## src/verilog/dcgl_defines.svh

```systemverilog
// constants of the dual channel lane configuration register bank
`ifndef DCGL_DEFINES_SVH
`define DCGL_DEFINES_SVH

// ----------------------------------------
// register map
// ----------------------------------------
`define DCGL_REG_GLB   5'h00
`define DCGL_REG_CHC   5'h01
`define DCGL_GLB_RST   16'h0600
`define DCGL_CHC_RST   16'h0300
`define DCGL_B_SRST    15
`define DCGL_B_BCAST   11
`define DCGL_F_SEL     3:0
`define DCGL_B_SLEEP   15
`define DCGL_B_RX11    13
`define DCGL_B_TX11    12
`define DCGL_F_POL     11:10
`define DCGL_B_RXSPL   9
`define DCGL_B_TXMRG   8

// ----------------------------------------
// pass pin select codes
// ----------------------------------------
`define DCGL_SEL_HSA   4'h0
`define DCGL_SEL_HSB   4'h8
`define DCGL_SEL_LSA   2'h1
`define DCGL_SEL_LSB   2'h3

// ----------------------------------------
// management frame
// ----------------------------------------
`define DCGL_PHY_BASE  4'h0
`define DCGL_OP_WR     2'h1
`define DCGL_OP_RD     2'h2
`define DCGL_PRE_LEN   6'h20
`define DCGL_HDR_LAST  5'h0B
`define DCGL_TA_LAST   5'h01
`define DCGL_DAT_LAST  5'h0F

// ----------------------------------------
// ratios and sync policy
// ----------------------------------------
`define DCGL_RAT_1     2'h0
`define DCGL_RAT_2     2'h1
`define DCGL_RAT_4     2'h2
`define DCGL_POL_ETH   2'h0
`define DCGL_ACQ_LEN   2'h3
`define DCGL_GOOD_LAST 2'h3
`define DCGL_BAD_ETH   3'h4

`endif

```

## src/verilog/dcgl_pkg.sv

```systemverilog
// types of the dual channel lane configuration register bank
package dcgl_pkg;

	typedef enum logic [5:0] {
		M_PRE = 6'h01,
		M_STB = 6'h02,
		M_HDR = 6'h04,
		M_TA  = 6'h08,
		M_DAT = 6'h10,
		M_IDL = 6'h20
	} dcgl_mfsm_t;

	typedef enum logic [1:0] {
		S_LOST = 2'h1,
		S_OK   = 2'h2
	} dcgl_sync_t;

	// per channel inputs from the datapath, same clock
	typedef struct packed {
		logic       code_stb;
		logic       code_err;
		logic       comma;
		logic       hs_pass;
		logic       hs_chk_en;
		logic       ls_chk_en;
		logic [3:0] ls_pass;
	} dcgl_chan_in_t;

	// per channel controls towards the datapath
	typedef struct packed {
		logic       sleep;
		logic [1:0] rx_ratio;
		logic [1:0] tx_ratio;
		logic       sync_ok;
	} dcgl_chan_out_t;

	typedef struct packed {
		logic                mdc_s1;
		logic                mdc_s2;
		logic                mdc_d;
		logic                mdi_s1;
		logic                mdi_s2;
		dcgl_mfsm_t          fsm;
		logic [5:0]          pre;
		logic [4:0]          cnt;
		logic [11:0]         hdr;
		logic [15:0]         sh;
		logic                hit;
		logic                rd;
		logic                mdo;
		logic                oe;
		logic [15:0]         glb;
		logic [1:0][15:0]    chc;
		dcgl_sync_t [1:0]    sst;
		logic [1:0][2:0]     bad;
		logic [1:0][1:0]     good;
		logic [1:0][1:0]     acq;
		logic                pass;
		logic                srst;
	} dcgl_state_t;

endpackage : dcgl_pkg

```

## src/verilog/dcgl_regs.sv

```systemverilog
// management register bank with line synchronizers for both channels
`timescale 1ns/100ps
`include "dcgl_defines.svh"

module dcgl_regs (
	input  wire logic                   mclk,
	input  wire logic                   rst_b,
	input  wire logic                   mdc,
	input  wire logic                   mdio_i,
	output logic                        mdio_o,
	output logic                        mdio_oe,
	input  dcgl_pkg::dcgl_chan_in_t [1:0]  chan_in,
	output dcgl_pkg::dcgl_chan_out_t [1:0] chan_out,
	output logic                        pattern_check_pass_pin,
	output logic                        soft_reset_pulse
);
	import dcgl_pkg::*;

	// ----------------------------------------
	// state
	// ----------------------------------------
	// all state of the bank sits in one packed struct: frame engine, global and both
	// channel registers, both synchronizers and the pass pin flop
	// one copy is filled by the next-state process and registered in one place, so a
	// field that no branch touches simply keeps its value
	// the frame engine only moves on a synced mdc rising edge; the rest runs every mclk
	dcgl_state_t q_r;
	dcgl_state_t q_nxt;

	// ----------------------------------------
	// next state
	// ----------------------------------------
	always_comb begin
		logic        rise;
		logic        mdi;
		logic [11:0] hw;
		logic [15:0] wd;
		logic [3:0]  sel;
		logic [1:0]  pol;
		logic [2:0]  nb;
		// hold by default; every local gets its value before any branch reads it
		// rise and mdi are the synced pin view, hw and wd the shifts with the new bit in
		q_nxt = q_r;
		rise  = q_r.mdc_s2 & ~q_r.mdc_d;
		mdi   = q_r.mdi_s2;
		hw    = {q_r.hdr[10:0], q_r.mdi_s2};
		wd    = {q_r.sh[14:0], q_r.mdi_s2};
		sel   = q_r.glb[`DCGL_F_SEL];
		pol   = 2'h0;
		nb    = 3'h0;
		// two flops on every pin before use
		// mdc_d is the edge detector's memory; it resets low like the idle pin,
		// so leaving reset never shows a false edge
		q_nxt.mdc_s1 = mdc;
		q_nxt.mdc_s2 = q_r.mdc_s1;
		q_nxt.mdc_d  = q_r.mdc_s2;
		q_nxt.mdi_s1 = mdio_i;
		q_nxt.mdi_s2 = q_r.mdi_s1;
		// the pulse lasts exactly one mclk whatever else happens
		q_nxt.srst   = 1'b0;

		// ----------------------------------------
		// frame engine
		// ----------------------------------------
		// an edge is seen three mclk after it happened at the pin; the station moved mdio half
		// an mdc period before that edge, so the sampled bit has long settled by then
		// hence roughly two mclk per mdc half period at least: closer edges would be lost
		if (rise) begin
			// self clearing soft reset, one management clock later
			// acts like the reset pin on registers and synchronizers, but the frame engine
			// runs on so that the frame carrying this edge is still decoded
			if (q_r.glb[`DCGL_B_SRST]) begin
				q_nxt.glb  = `DCGL_GLB_RST;
				q_nxt.chc  = {2{`DCGL_CHC_RST}};
				q_nxt.sst[0] = S_LOST;
				q_nxt.sst[1] = S_LOST;
				q_nxt.bad  = '0;
				q_nxt.good = '0;
				q_nxt.acq  = '0;
				q_nxt.srst = 1'b1;
			end
			unique case (q_r.fsm)
				M_PRE: begin
					// count ones up to 32 and saturate; a zero after a full preamble is the
					// first start bit, a zero after a short one only starts the count again
					q_nxt.oe = 1'b0;
					if (mdi) begin
						if (q_r.pre != `DCGL_PRE_LEN)
							q_nxt.pre = q_r.pre + 6'h01;
					end else begin
						if (q_r.pre == `DCGL_PRE_LEN)
							q_nxt.fsm = M_STB;
						q_nxt.pre = 6'h00;
					end
				end
				M_STB: begin
					// second start bit must be one
					// a zero here means noise or a short preamble, so hunt again
					q_nxt.fsm = mdi ? M_HDR : M_PRE;
					q_nxt.cnt = `DCGL_HDR_LAST;
				end
				M_HDR: begin
					// twelve bits: op code, phy address and register, decoded once the last is in
					q_nxt.hdr = hw;
					if (q_r.cnt == 5'h00) begin
						// only this phy pair answers, and only to the two legal op codes;
						// address bit 0 picks the channel
						q_nxt.rd  = (hw[11:10] == `DCGL_OP_RD);
						q_nxt.hit = (hw[9:6] == `DCGL_PHY_BASE) &&
							((hw[11:10] == `DCGL_OP_RD) || (hw[11:10] == `DCGL_OP_WR));
						// capture read data at the end of the header
						// a snapshot, so the word on the line cannot change half way through
						if (hw[4:0] == `DCGL_REG_GLB)
							q_nxt.sh = q_r.glb;
						else if (hw[4:0] == `DCGL_REG_CHC)
							q_nxt.sh = q_r.chc[hw[5]];
						// unmapped registers on this phy read back as zero
						else
							q_nxt.sh = 16'h0000;
						q_nxt.fsm = M_TA;
						q_nxt.cnt = `DCGL_TA_LAST;
					end else begin
						q_nxt.cnt = q_r.cnt - 5'h01;
					end
				end
				M_TA: begin
					// reads: zero in the second turnaround bit, the top data bit in the first data bit;
					// writes and foreign frames leave the line to the station
					if (q_r.cnt == 5'h00) begin
						q_nxt.fsm = M_DAT;
						q_nxt.cnt = `DCGL_DAT_LAST;
						if (q_r.rd && q_r.hit) begin
							q_nxt.mdo = q_r.sh[15];
							q_nxt.sh  = {q_r.sh[14:0], 1'b0};
						end
					end else begin
						q_nxt.cnt = q_r.cnt - 5'h01;
						// turnaround zero driven in the second bit
						if (q_r.rd && q_r.hit) begin
							q_nxt.oe  = 1'b1;
							q_nxt.mdo = 1'b0;
						end
					end
				end
				M_DAT: begin
					// reads shift the snapshot out, writes shift the line in
					if (q_r.rd) begin
						q_nxt.mdo = q_r.sh[15];
						q_nxt.sh  = {q_r.sh[14:0], 1'b0};
					end else begin
						q_nxt.sh = wd;
					end
					// commit only on the last bit, so a frame cut short never touches a register;
					// the line is let go at the same edge so the station can start the next preamble
					if (q_r.cnt == 5'h00) begin
						q_nxt.fsm = M_PRE;
						q_nxt.pre = 6'h00;
						q_nxt.oe  = 1'b0;
						if (!q_r.rd && q_r.hit) begin
							// reserved global bits are stored as written; keeping them is up to software
							if (q_r.hdr[4:0] == `DCGL_REG_GLB)
								q_nxt.glb = wd;
							else if (q_r.hdr[4:0] == `DCGL_REG_CHC) begin
								for (int c = 0; c < 2; c++) begin
									// broadcast copies the write to both channels
									// only the per-channel register has two copies to reach
									if ((c[0] == q_r.hdr[5]) || q_r.glb[`DCGL_B_BCAST])
										q_nxt.chc[c] = wd;
								end
							end
						end
					end else begin
						q_nxt.cnt = q_r.cnt - 5'h01;
					end
				end
				// not entered today; kept so an odd code falls back to hunting a preamble
				M_IDL: q_nxt.fsm = M_PRE;
				default: q_nxt.fsm = M_PRE;
			endcase
		end

		// ----------------------------------------
		// pass pin
		// ----------------------------------------
		// pass pin routing, low when checking is off or code reserved
		// one flop after the select, so the pin does not glitch while select or lanes change;
		// a reserved code holds the pin low rather than showing a stale lane
		if (sel == `DCGL_SEL_HSA)
			q_nxt.pass = chan_in[0].hs_pass & chan_in[0].hs_chk_en;
		else if (sel == `DCGL_SEL_HSB)
			q_nxt.pass = chan_in[1].hs_pass & chan_in[1].hs_chk_en;
		else if (sel[3:2] == `DCGL_SEL_LSA)
			q_nxt.pass = chan_in[0].ls_pass[sel[1:0]] & chan_in[0].ls_chk_en;
		else if (sel[3:2] == `DCGL_SEL_LSB)
			q_nxt.pass = chan_in[1].ls_pass[sel[1:0]] & chan_in[1].ls_chk_en;
		else
			q_nxt.pass = 1'b0;

		// ----------------------------------------
		// line synchronizers
		// ----------------------------------------
		// line synchronizers, held lost while the channel sleeps
		// a plain loop over both channels keeps the single next-state process;
		// the two copies share nothing but the loop variable and the pol and nb temporaries
		for (int c = 0; c < 2; c++) begin
			// policy field and error count plus one, used by both policy kinds
			pol = q_r.chc[c][`DCGL_F_POL];
			nb  = q_r.bad[c] + 3'h1;
			if (q_r.chc[c][`DCGL_B_SLEEP]) begin
				q_nxt.sst[c]  = S_LOST;
				q_nxt.acq[c]  = 2'h0;
			end else if (chan_in[c].code_stb && !q_r.glb[`DCGL_B_SRST]) begin
				// codes are ignored while a soft reset is pending, it clears the channel anyway
				unique case (q_r.sst[c])
					S_LOST: begin
						// three clean commas acquire, clean non-commas leave the count; an error starts the count again
						if (chan_in[c].code_err)
							q_nxt.acq[c] = 2'h0;
						else if (chan_in[c].comma)
							q_nxt.acq[c] = q_r.acq[c] + 2'h1;
						if (!chan_in[c].code_err && chan_in[c].comma &&
							(q_r.acq[c] + 2'h1 == `DCGL_ACQ_LEN)) begin
							q_nxt.sst[c]  = S_OK;
							q_nxt.bad[c]  = 3'h0;
							q_nxt.good[c] = 2'h0;
							q_nxt.acq[c]  = 2'h0;
						end
					end
					S_OK: begin
						// policy 00 keeps a leaky error count, the others count a run of errors
						if (pol == `DCGL_POL_ETH) begin
							// errors pile up, runs of four good codes pay one back
							if (chan_in[c].code_err) begin
								q_nxt.bad[c]  = nb;
								q_nxt.good[c] = 2'h0;
								// four errors in the count drop sync
								if (nb == `DCGL_BAD_ETH)
									q_nxt.sst[c] = S_LOST;
							end else if (q_r.bad[c] != 3'h0) begin
								q_nxt.good[c] = q_r.good[c] + 2'h1;
								if (q_r.good[c] == `DCGL_GOOD_LAST) begin
									q_nxt.bad[c]  = q_r.bad[c] - 3'h1;
									q_nxt.good[c] = 2'h0;
								end
							end
						end else begin
							// policy code equals the run of errors that drops sync
							if (chan_in[c].code_err) begin
								q_nxt.bad[c] = nb;
								if (nb == {1'b0, pol})
									q_nxt.sst[c] = S_LOST;
							end else begin
								q_nxt.bad[c] = 3'h0;
							end
						end
					end
					default: q_nxt.sst[c] = S_LOST;
				endcase
			end
		end
	end

	// ----------------------------------------
	// state register
	// ----------------------------------------
	// asynchronous reset loads constants only; the soft reset goes through the
	// next-state logic, so it stays a clean synchronous path
	always_ff @(posedge mclk or negedge rst_b) begin
		if (!rst_b) begin
			q_r     <= '0;
			q_r.fsm <= M_PRE;
			q_r.glb <= `DCGL_GLB_RST;
			q_r.chc <= {2{`DCGL_CHC_RST}};
			q_r.sst[0] <= S_LOST;
			q_r.sst[1] <= S_LOST;
		end else begin
			// the whole bank in one register, nothing else holds state
			q_r <= q_nxt;
		end
	end

	// ----------------------------------------
	// outputs
	// ----------------------------------------
	// straight from flops, so no decode glitch ever reaches a pin
	assign mdio_o                 = q_r.mdo;
	assign mdio_oe                = q_r.oe;
	assign pattern_check_pass_pin = q_r.pass;
	assign soft_reset_pulse       = q_r.srst;

	// ratio decode per channel
	// stored bits decoded into levels that the datapath treats as static between writes;
	// the direct bit wins over the split and merge bits
	for (genvar g = 0; g < 2; g++) begin : g_chan
		assign chan_out[g].sleep    = q_r.chc[g][`DCGL_B_SLEEP];
		assign chan_out[g].rx_ratio = q_r.chc[g][`DCGL_B_RX11] ? `DCGL_RAT_1 :
			(q_r.chc[g][`DCGL_B_RXSPL] ? `DCGL_RAT_4 : `DCGL_RAT_2);
		assign chan_out[g].tx_ratio = q_r.chc[g][`DCGL_B_TX11] ? `DCGL_RAT_1 :
			(q_r.chc[g][`DCGL_B_TXMRG] ? `DCGL_RAT_4 : `DCGL_RAT_2);
		assign chan_out[g].sync_ok  = (q_r.sst[g] == S_OK);
	end

endmodule : dcgl_regs

```

## config.mk

```make
export PLATFORM = sky130hd
export DESIGN_NAME = dcgl_regs
export DESIGN_NICKNAME = d
export VERILOG_FILES = /design/src/verilog/dcgl_pkg.sv /design/src/verilog/dcgl_regs.sv
export VERILOG_INCLUDE_DIRS = /design/src /design/src/verilog
export SDC_FILE = /design/constraint.sdc
export NUM_CORES = 1
export LEC_CHECK = 0
export BUFFER_PORTS_ARGS = -buffer_cell sky130_fd_sc_hd__buf_2
export CORE_MARGIN = 4
export CORE_UTILIZATION = 50
export CTS_BUF_LIST = sky130_fd_sc_hd__clkbuf_2
export CTS_CLUSTER_SIZE = 28
export DETAILED_ROUTE_END_ITERATION = 8
export PLACE_DENSITY = 0.68
export SETUP_SLACK_MARGIN = 0.2
export SLEW_MARGIN = 20
export SYNTH_ARGS = -nofsm -noshare
export SYNTH_HDL_FRONTEND = slang
export SYNTH_SLANG_ARGS = --single-unit
```

## constraint.sdc

```tcl
create_clock -name mclk -period 2.4 [get_ports mclk]
set_clock_uncertainty 0.1 [all_clocks]
set_input_delay 0.24 -clock mclk [delete_from_list [all_inputs] [get_ports mclk]]
set_output_delay 0.24 -clock mclk [all_outputs]
set_load 0.05 [all_outputs]
```

==> flow_summary.ini, run 1 <==
[global_routing]
antenna_found_initial = 1
grt_overflow = 0
grt_use_total_pct = 22.11
grt_max_degree = 62
grt_pass1_wl_um = 26360
grt_pass1_vias = 5333

[pwr]
ir_drop_mv = 0.4812
cellLeakagePower_nw = 3.371
p_per_area_nw_per_um2 = 627.0
p_total_mw = 4.880

[critical_path]
arrival_ps = 2680
cp-start-kind = flop
cp.required_ps = 2930
crit_path_end_kind = flop
crit_type = flop to flop
critPathMaxFanout = 7

[sta]
rsz0062_at_grt = true
post-route-period-util_pct = 89.51
fmax_mhz = 465.5
setup_viol = 0
worst_pin_slew_ps = 595.9
maxSlewHeadroom_pct = 60.23
report.final.slew_viol_count = 0
setup_tns_ps = 0
finalHoldViolCount = 0
period_needed_ps = 2148

[die]
start_util_pct = 51.82
pin_count = 40
die_area_um2 = 15140
core_um2 = 12770
die_h_um = 123.1
rows = 41
die-width_um = 123.1

[synthesis]
yosys_warnings = 0
ys.flop_type = dfrtp_1
netlist_area_um2 = 6619
synth_edf_count = 0
yosys.area.top_type_share_pct = 41.97
synthesis.instances = 709
ys_seq_area_share_pct = 45.54
synth_nets = 753
async_flop_share_pct = 100.0
synth_cell_types = 76
avgSynthCellArea_um2 = 9.335
yosys-top-cells-area = dfrtp_1, mux2i_1, nor2_1
ys_seq_elements = 120
post-synth-top-area-cell = dfrtp_1

[route]
dr.pass1.iters = 4
drt-vias-per-instance = 5.801
drc_errors = 0
via_count = 5691
drtIter0Drc = 440
ant_nets = 0
routedWlPerCell_um = 16.63
wl_um = 16310

[cells_and_area]
fill_cells = 1072
syn2layout_area_growth_pct = 17.60
final_util_pct = 60.94
fin_nets = 839
layout-drive-gt1-share_pct = 20.79

[clock_network]
htree_levels = 4
insertion_delay_ps = 700
cts_tree = yes
clock_sinks = 120
cts_buffer_depth = 2
cts_buffers = 17
path_clk_slew_ps = 170
cts_root_buffer = clkbuf_2

[place]
gp_congestion = 0.8842
hpwl_um = 10780
numPortBuffers = 39

[run]
maxCapViolCount = 0

[min_path]
hp-class = input port to flop

[outcome]
outcome = finished clean
-- layer usage --
metal / vias to the layer above / wire (µm) / GRT usage, % / part of all wire [%]
met5: - / 0 / 0 / 0
met4: 0 / 324 / 8.512 / 2.0
met3: 28 / 784 / 4.620 / 4.8
met2: 173 / 8030 / 36.18 / 49
met1: 2772 / 7174 / 28.99 / 44
li1: 2718 / - / - / -
-- flip-flops by register name, indices dropped and copies added (netlist names) --
| name | flops |
|---|---|
| chan_out | 2 |
| mdio_o | 1 |
| mdio_oe | 1 |
| pattern_check_pass_pin | 1 |
| q_nxt | 3 |
| q_r | 111 |
| soft_reset_pulse | 1 |
-- metrics by stage --
step	hold slack (ps)	area [µm²]	setup slack, ps	instances
after floorplan	-155.6	6619	235.4	709
after global placement	133.9	7072	176.1	908
after detailed placement	144.8	7072	140.6	908
after CTS	11.86	7501	201.1	960
after global routing	20.08	7784	133.9	981
final	94.85	7784	251.7	981
-- final cells by class --
type | instances | area, µm² | area share, %
clock inverters | 12 | 110.1 | 1.415
inverters | 34 | 127.6 | 1.640
diodes | 1 | 2.502 | 0.03215
multi-input cells | 517 | 3376 | 43.37
well taps | 172 | 215.2 | 2.765
clock buffers | 20 | 100.1 | 1.286
flip-flops and latches | 120 | 3019 | 38.79
repair buffers | 105 | 833.3 | 10.71
-- power by group --
part	internal [mW]	leakage, nW	total [mW]	switching [mW]
clock network	0.468	0.134	1.21	0.738
logic	0.564	1.63	1.27	0.703
registers	2.19	1.61	2.41	0.214
-- worst paths after layout --
check | slack (ps) | from | cells after the start | end
setup / recovery | 250 | q_r[114] | 5 | q_r[108]
hold / removal | 90 | mdio_i | 2 | q_nxt[117]
setup reg to reg | 250 | q_r[114] | 5 | q_r[108]
hold reg to reg | 270 | q_nxt[120] | 0 | q_nxt[119]
max in group asynchronous | 1330 | rst_b | 4 | q_r[61]
min in group asynchronous | 470 | rst_b | 4 | q_r[53]
-- cells by family after synthesis --
| family | Yosys count | synth area share [%] |
|---|---|---|
| buffers and inverters | 72 | 4.858 |
| xor gates and xnor gates | 5 | 0.6617 |
| DFF | 120 | 45.54 |
| AOI/OAI and AO/OA | 181 | 17.39 |
| and+or+nand+nor | 263 | 19.91 |
| adders and majority gates | 20 | 3.781 |
| muxes | 48 | 7.864 |
-- cell usage in the layout (no fill, tap or decap), types with 9 or more instances in the layout --
cell,count
a21oi_1,53
dfrtp_1,107
inv_1,30
a22oi_1,16
clkbuf_2,20
nor2_1,77
nand3_1,27
dlygate4sd3_1,16
buf_4,41
nand2_1,71
dfstp_2,9
nand2b_1,10
buf_2,36
nor3_1,14
o21ai_0,18
ha_1,17
a31oi_1,12
nor2b_1,11
mux2i_1,34
o21ai_1,33
-- critical path, cell delays in order, from the launching register on --
cell and delay [ps]:
dfrtp_2 500, or4_4 600, nor2_8 140, a32oi_4 140, or4_1 510, nand3_1 90
-- what timing repair did --
| item | in CTS | in global routing |
|---|---|---|
| pin swaps | 0 | 10 |
| hold endpoints to repair | 128 | 0 |
| buffers inserted | 3 | 18 |
| hold buffers | 17 | 0 |
| endpoints found under the setup margin | 21 | 70 |
| gates resized for setup | 8 | 27 |
| gates cloned | 0 | 2 |
-- synthesized netlist by cell type (all sizes together), types with 2 or more instances --
cell type  count
nand2         71
and4b          2
inv           33
a211o          2
and2           5
o22ai          2
nor4b          2
mux2i         34
a21oi         54
a2111oi        3
mux2          12
a21o           2
a32o           3
nand3         27
nor3          23
nor2          81
a22oi         16
nor2b         12
or3            4
nor4           4
o311ai         2
xor2           3
nand4          7
a211oi         4
dfstp          9
buf           19
o31ai          3
ha            20
o211ai         5
nor3b          3
mux4           2
or4            4
nand3b         6
xnor2          2
a22o           4
o21ai         51
o22a           2
clkbuf        19
nand2b        10
o32ai          2
dfrtp        111
o41ai          2
a31oi         12
a32oi          3
Note: power is estimated with default switching activity, not from simulation.
==> run 2: changes to the inputs <==
- CORE_MARGIN: 4 -> unset
==> run 2 against run 1 <==
Compared with the run above: highest routed layer unchanged; final cell count decreased by 0.51%; largest power group unchanged; critical endpoint is now q_r[31]; sequential power about the same; clock power increased by 55%; register-to-register slack got worse by 60 ps; critical path depth increased by 5.
==> flow_summary.ini, run 2 (synthesis gave the netlist of run 1 again) <==
[outcome]
outcome = finished clean

[route]
ant_nets = 0
drc_errors = 0
top_layer_used = met4
wl_um = 16930
wl_met3_um = 731
dr.pass1.iters = 5
drtIter0Drc = 463
dr_wl_met2_um = 8204
wl_met1_um = 7550
drt-vias-per-instance = 5.914
routedWlPerCell_um = 17.34
via_count = 5772

[critical_path]
crit_type = flop to flop
critPathMaxFanout = 8
critical-path-top-delay-family = buffers and inverters
crit_path_end_kind = flop
cp-start-kind = flop
arrival_ps = 2690
critPathBufInv = 4
crit_chain = inv_2, ha_4, nor4b_4, buf_4, buf_6, nand4_1, a211o_4, buf_12, nor3_2, a21oi_1
cp_slowest_cell = dfrtp_1
cp.depth = 10
worstRegToRegCells = 10
cp.required_ps = 2880
critPathMaxStageDelay_ps = 420

[clock_network]
cts_tree = yes
cts_buffer_depth = 2
path_clk_slew_ps = 170
cts_root_buffer = clkbuf_2
cts_buffers = 17
insertion_delay_ps = 710
clock_sinks = 120
htree_levels = 4

[cells_and_area]
final_util_pct = 62.45
syn2layout_area_growth_pct = 20.53
final_common_cell = dfrtp_1
regMostFlops = q_r
fin_nets = 835
layout_common_cells = dfrtp_1, nor2_1, nand2_1
largest_register_ffs = 111
fill_cells = 1024
layout-drive-gt1-share_pct = 21.52
antenna_cells = 0

[die]
die-width_um = 117.1
pin_count = 40
rows = 41
die_h_um = 117.1
die_area_um2 = 13700
core_um2 = 12770
start_util_pct = 51.82

[sta]
rsz0062_at_grt = true
finalHoldViolCount = 0
post-route-period-util_pct = 92.05
worst_pin_slew_ps = 543.1
fmax_mhz = 452.6
setup_viol = 0
setup_tns_ps = 0
maxSlewHeadroom_pct = 63.79
period_needed_ps = 2209
report.final.slew_viol_count = 0

[min_path]
min_path_cells = 2
hp-class = input port to flop

[global_routing]
grt_pass1_vias = 5370
antenna_found_initial = 0
grt_overflow = 0
grt_use_total_pct = 25.32
grt_max_degree = 42
grt_pass1_wl_um = 26520

[pwr]
cellLeakagePower_nw = 3.449
p_total_mw = 5.501
p_per_area_nw_per_um2 = 689.6
ir_drop_mv = 0.5526

[place]
gp_congestion = 0.8659
hpwl_um = 10700
numPortBuffers = 39

[run]
maxCapViolCount = 0
run 2: cell types whose count changed in the layout (fill, tap and decap cells not counted), moves of 2 or more:
cell,change
dfrtp_2,+2
bufinv_16,+6
buf_6,+5
clkinv_2,-4
buf_4,-8
dfrtp_1,-2
nor3_1,-2
nand3_1,-3
clkbuf_2,-3
nand3_2,+3
run 2: final timing paths:
check	startpoint	endpoint	slack, ps
setup / recovery	q_r[100]	q_r[31]	190
max in group asynchronous	rst_b	q_r[111]	1290
setup reg to reg	q_r[100]	q_r[31]	190
min in group asynchronous	rst_b	q_r[37]	540
hold / removal	mdio_i	q_nxt[117]	80
hold reg to reg	q_nxt[117]	q_r[117]	280
run 2: layout make-up:
class                           instances  area, µm²  share of cell area, %
Tap cell                              172      215.2                  2.698
Sequential cell                       120       3022                  37.88
Timing Repair Buffer                  101      830.8                  10.41
Clock inverter                         15      279.0                  3.497
Inverter                               34      127.6                  1.600
Clock buffer                           17      85.08                  1.066
Multi-Input combinational cell        517       3418                  42.85
run 2: repair_timing:
item,CTS,global route
endpoints found under the hold margin,129,0
endpoints found under the setup margin,36,60
hold buffers,17,0
setup buffers,3,10
gates resized for setup,11,40
gates cloned,0,4
pin swaps,2,11
run 2: power by group:
group	internal [mW]	leakage, nW	switching (mW)	total, mW
logic	0.523	1.65	0.691	1.21
clock network	1.09	0.194	0.780	1.87
registers	2.19	1.60	0.224	2.42
run 2: metrics by stage:
step                worst slack (ps)  hold slack (ps)  instances  instance area, µm²
finish                         190.7            81.81        976                7978
global placement               185.8            159.3        910                7087
global route                   67.85            10.67        976                7978
detailed placement             124.4            159.6        910                7087
floorplan                      235.4           -155.6        709                6619
CTS                            180.9            18.42        962                7685
run 2: per-layer routing:
metal / GRT usage [%] / vias to the layer above
met1: 32.86 / 2842
met3: 5.149 / 37
met2: 41.50 / 183
met5: 0 / -
met4: 10.55 / 0
li1: - / 2710
==> run 3: changes to the inputs <==
- CORE_ASPECT_RATIO: unset -> 1.5
==> run 3 against run 2 <==
Compared with the run above: worst hold slack better by 8.6 ps; clock power decreased by 35%; sequential power about the same; critical path depth stayed put; utilization fell by 2.0 points; global-route usage increased by 0.54 points; critical path type unchanged.
==> flow_summary.ini, run 3 (synthesis gave the netlist of run 1 again) <==
[sta]
finalHoldViolCount = 0
post-route-period-util_pct = 92.31
setup_viol = 0
worst_pin_slew_ps = 582.4
setup_tns_ps = 0
fmax_mhz = 451.4
fin_ws_ps = 184.6
report.final.slew_viol_count = 0
maxSlewHeadroom_pct = 61.05
rsz0062_at_grt = true
period_needed_ps = 2215

[die]
rows = 51
start_util_pct = 51.10
pin_count = 40
core_um2 = 12950
die-width_um = 95.94
die_area_um2 = 13710
die_h_um = 142.9

[critical_path]
cp-start-kind = flop
crit_type = flop to flop
cp.required_ps = 2910
critPathMaxFanout = 8
worstRegToRegCells = 10
rr_endpoint = q_r[75]
arrival_ps = 2730
r2r_setup_slack_ps = 180
r2r_start = q_r[101]
crit_path_end_kind = flop
crit_start = q_r[101]

[min_path]
whs_endpoint = q_nxt[120]
hp-start = mdc
hp-class = input port to flop
min_path_cells = 2

[cells_and_area]
syn2layout_area_growth_pct = 18.41
final_util_pct = 60.50
layout-drive-gt1-share_pct = 21.39
regMostFlops = q_r
layout_common_cells = dfrtp_1, nor2_1, nand2_1
largest_register_ffs = 111
fin_nets = 835
stdcell_count = 964
final_area_um2 = 7838
final_common_cell = dfrtp_1

[clock_network]
cts_buffer_depth = 2
htree_levels = 4
cts_root_buffer = clkbuf_2
clock_sinks = 120
insertion_delay_ps = 670
path_clk_slew_ps = 170
cts_buffers = 17
cts_tree = yes

[global_routing]
grt_pass1_vias = 5629
grt_pass1_wl_um = 26970
grt_max_degree = 37
grt_use_total_pct = 25.86
grt_overflow = 0
antenna_found_initial = 1

[place]
place_inst = 896
preCtsSetupSlack_ps = 173.1
numPortBuffers = 39
hpwl_um = 11200
dpl_cell_area_um2 = 7113
gp_congestion = 0.8810

[outcome]
outcome = finished clean

[route]
drt-vias-per-instance = 5.889
drc_errors = 0
ant_nets = 0
routedWlPerCell_um = 17.73
wl_um = 17090
dr.pass1.iters = 5
via_count = 5677
drtIter0Drc = 349

[pwr]
ir_drop_mv = 0.3964
cellLeakagePower_nw = 3.406
p_per_area_nw_per_um2 = 624.1

[run]
maxCapViolCount = 0
==> run 3: changes by cell type in the layout (fill, tap and decap cells not counted), moves of 4 or more <==
cell       change
dfrtp_2        -5
buf_12         +4
clkinv_2       +8
dfrtp_1        +5
bufinv_16      -6
==> run 3: timing repair <==
action                     CTS  global route
setup buffers                2            16
pin swaps                    0            11
hold buffers                14             0
cloned                       0             3
hold endpoints to repair   133             0
resized for setup            4            38
setup endpoints to repair    8            67
==> run 3: stage by stage <==
stage | hold slack (ps) | total power [mW]
3_3_place_gp | 172.4 | 3.475
3_5_place_dp | 174.6 | 3.528
2_1_floorplan | -155.6 | 3.162
6_report | 90.42 | 4.892
4_1_cts | 47.77 | 4.783
5_1_grt | 36.79 | 5.184
==> run 3: area by class of cell <==
class / instances / area [µm²]
inverters: 34 / 131.4
clock buffers: 19 / 95.09
clock inverters: 13 / 111.4
multi-input cells: 517 / 3392
flip-flops and latches: 120 / 3015
fillers: 1145 / 5116
well taps: 159 / 198.9
repair buffers: 101 / 890.9
diodes: 1 / 2.502
==> run 3: worst max-delay path: stages (launching register included) <==
cell	delay, ps
dfrtp_1	440
inv_2	80
ha_4	140
nor4b_4	250
buf_4	170
buf_6	80
o211ai_1	130
a21oi_4	350
clkbuf_16	230
nor2_1	40
a21oi_1	130
==> run 3: routing by layer <==
metal  track usage [%]  wire length [µm]  vias to the layer above
li1                  -                 -                     2717
met1             29.24              6814                     2769
met2             46.32              9054                      143
met3             5.165               616                       48
met4             11.08               609                        0
met5                 0                 0                        -
==> run 3: power by group <==
part	switching, mW	total [mW]	leakage [nW]	internal (mW)
Clock	0.747	1.21	0.143	0.461
Sequential	0.214	2.41	1.61	2.19
Combinational	0.709	1.28	1.65	0.569
Total	1.67	4.89	3.41	3.22
==> run 3: worst max-delay path by stage <==
| stage | cells after the start | slack [ps] | end |
|---|---|---|---|
| detailed placement | 7 | 170 | q_r[109] |
| finish | 10 | 180 | q_r[75] |
| CTS | 8 | 170 | q_r[42] |
| floorplan | 9 | 240 | q_r[40] |
| global placement | 7 | 270 | q_r[108] |
| global route | 10 | 100 | q_r[87] |
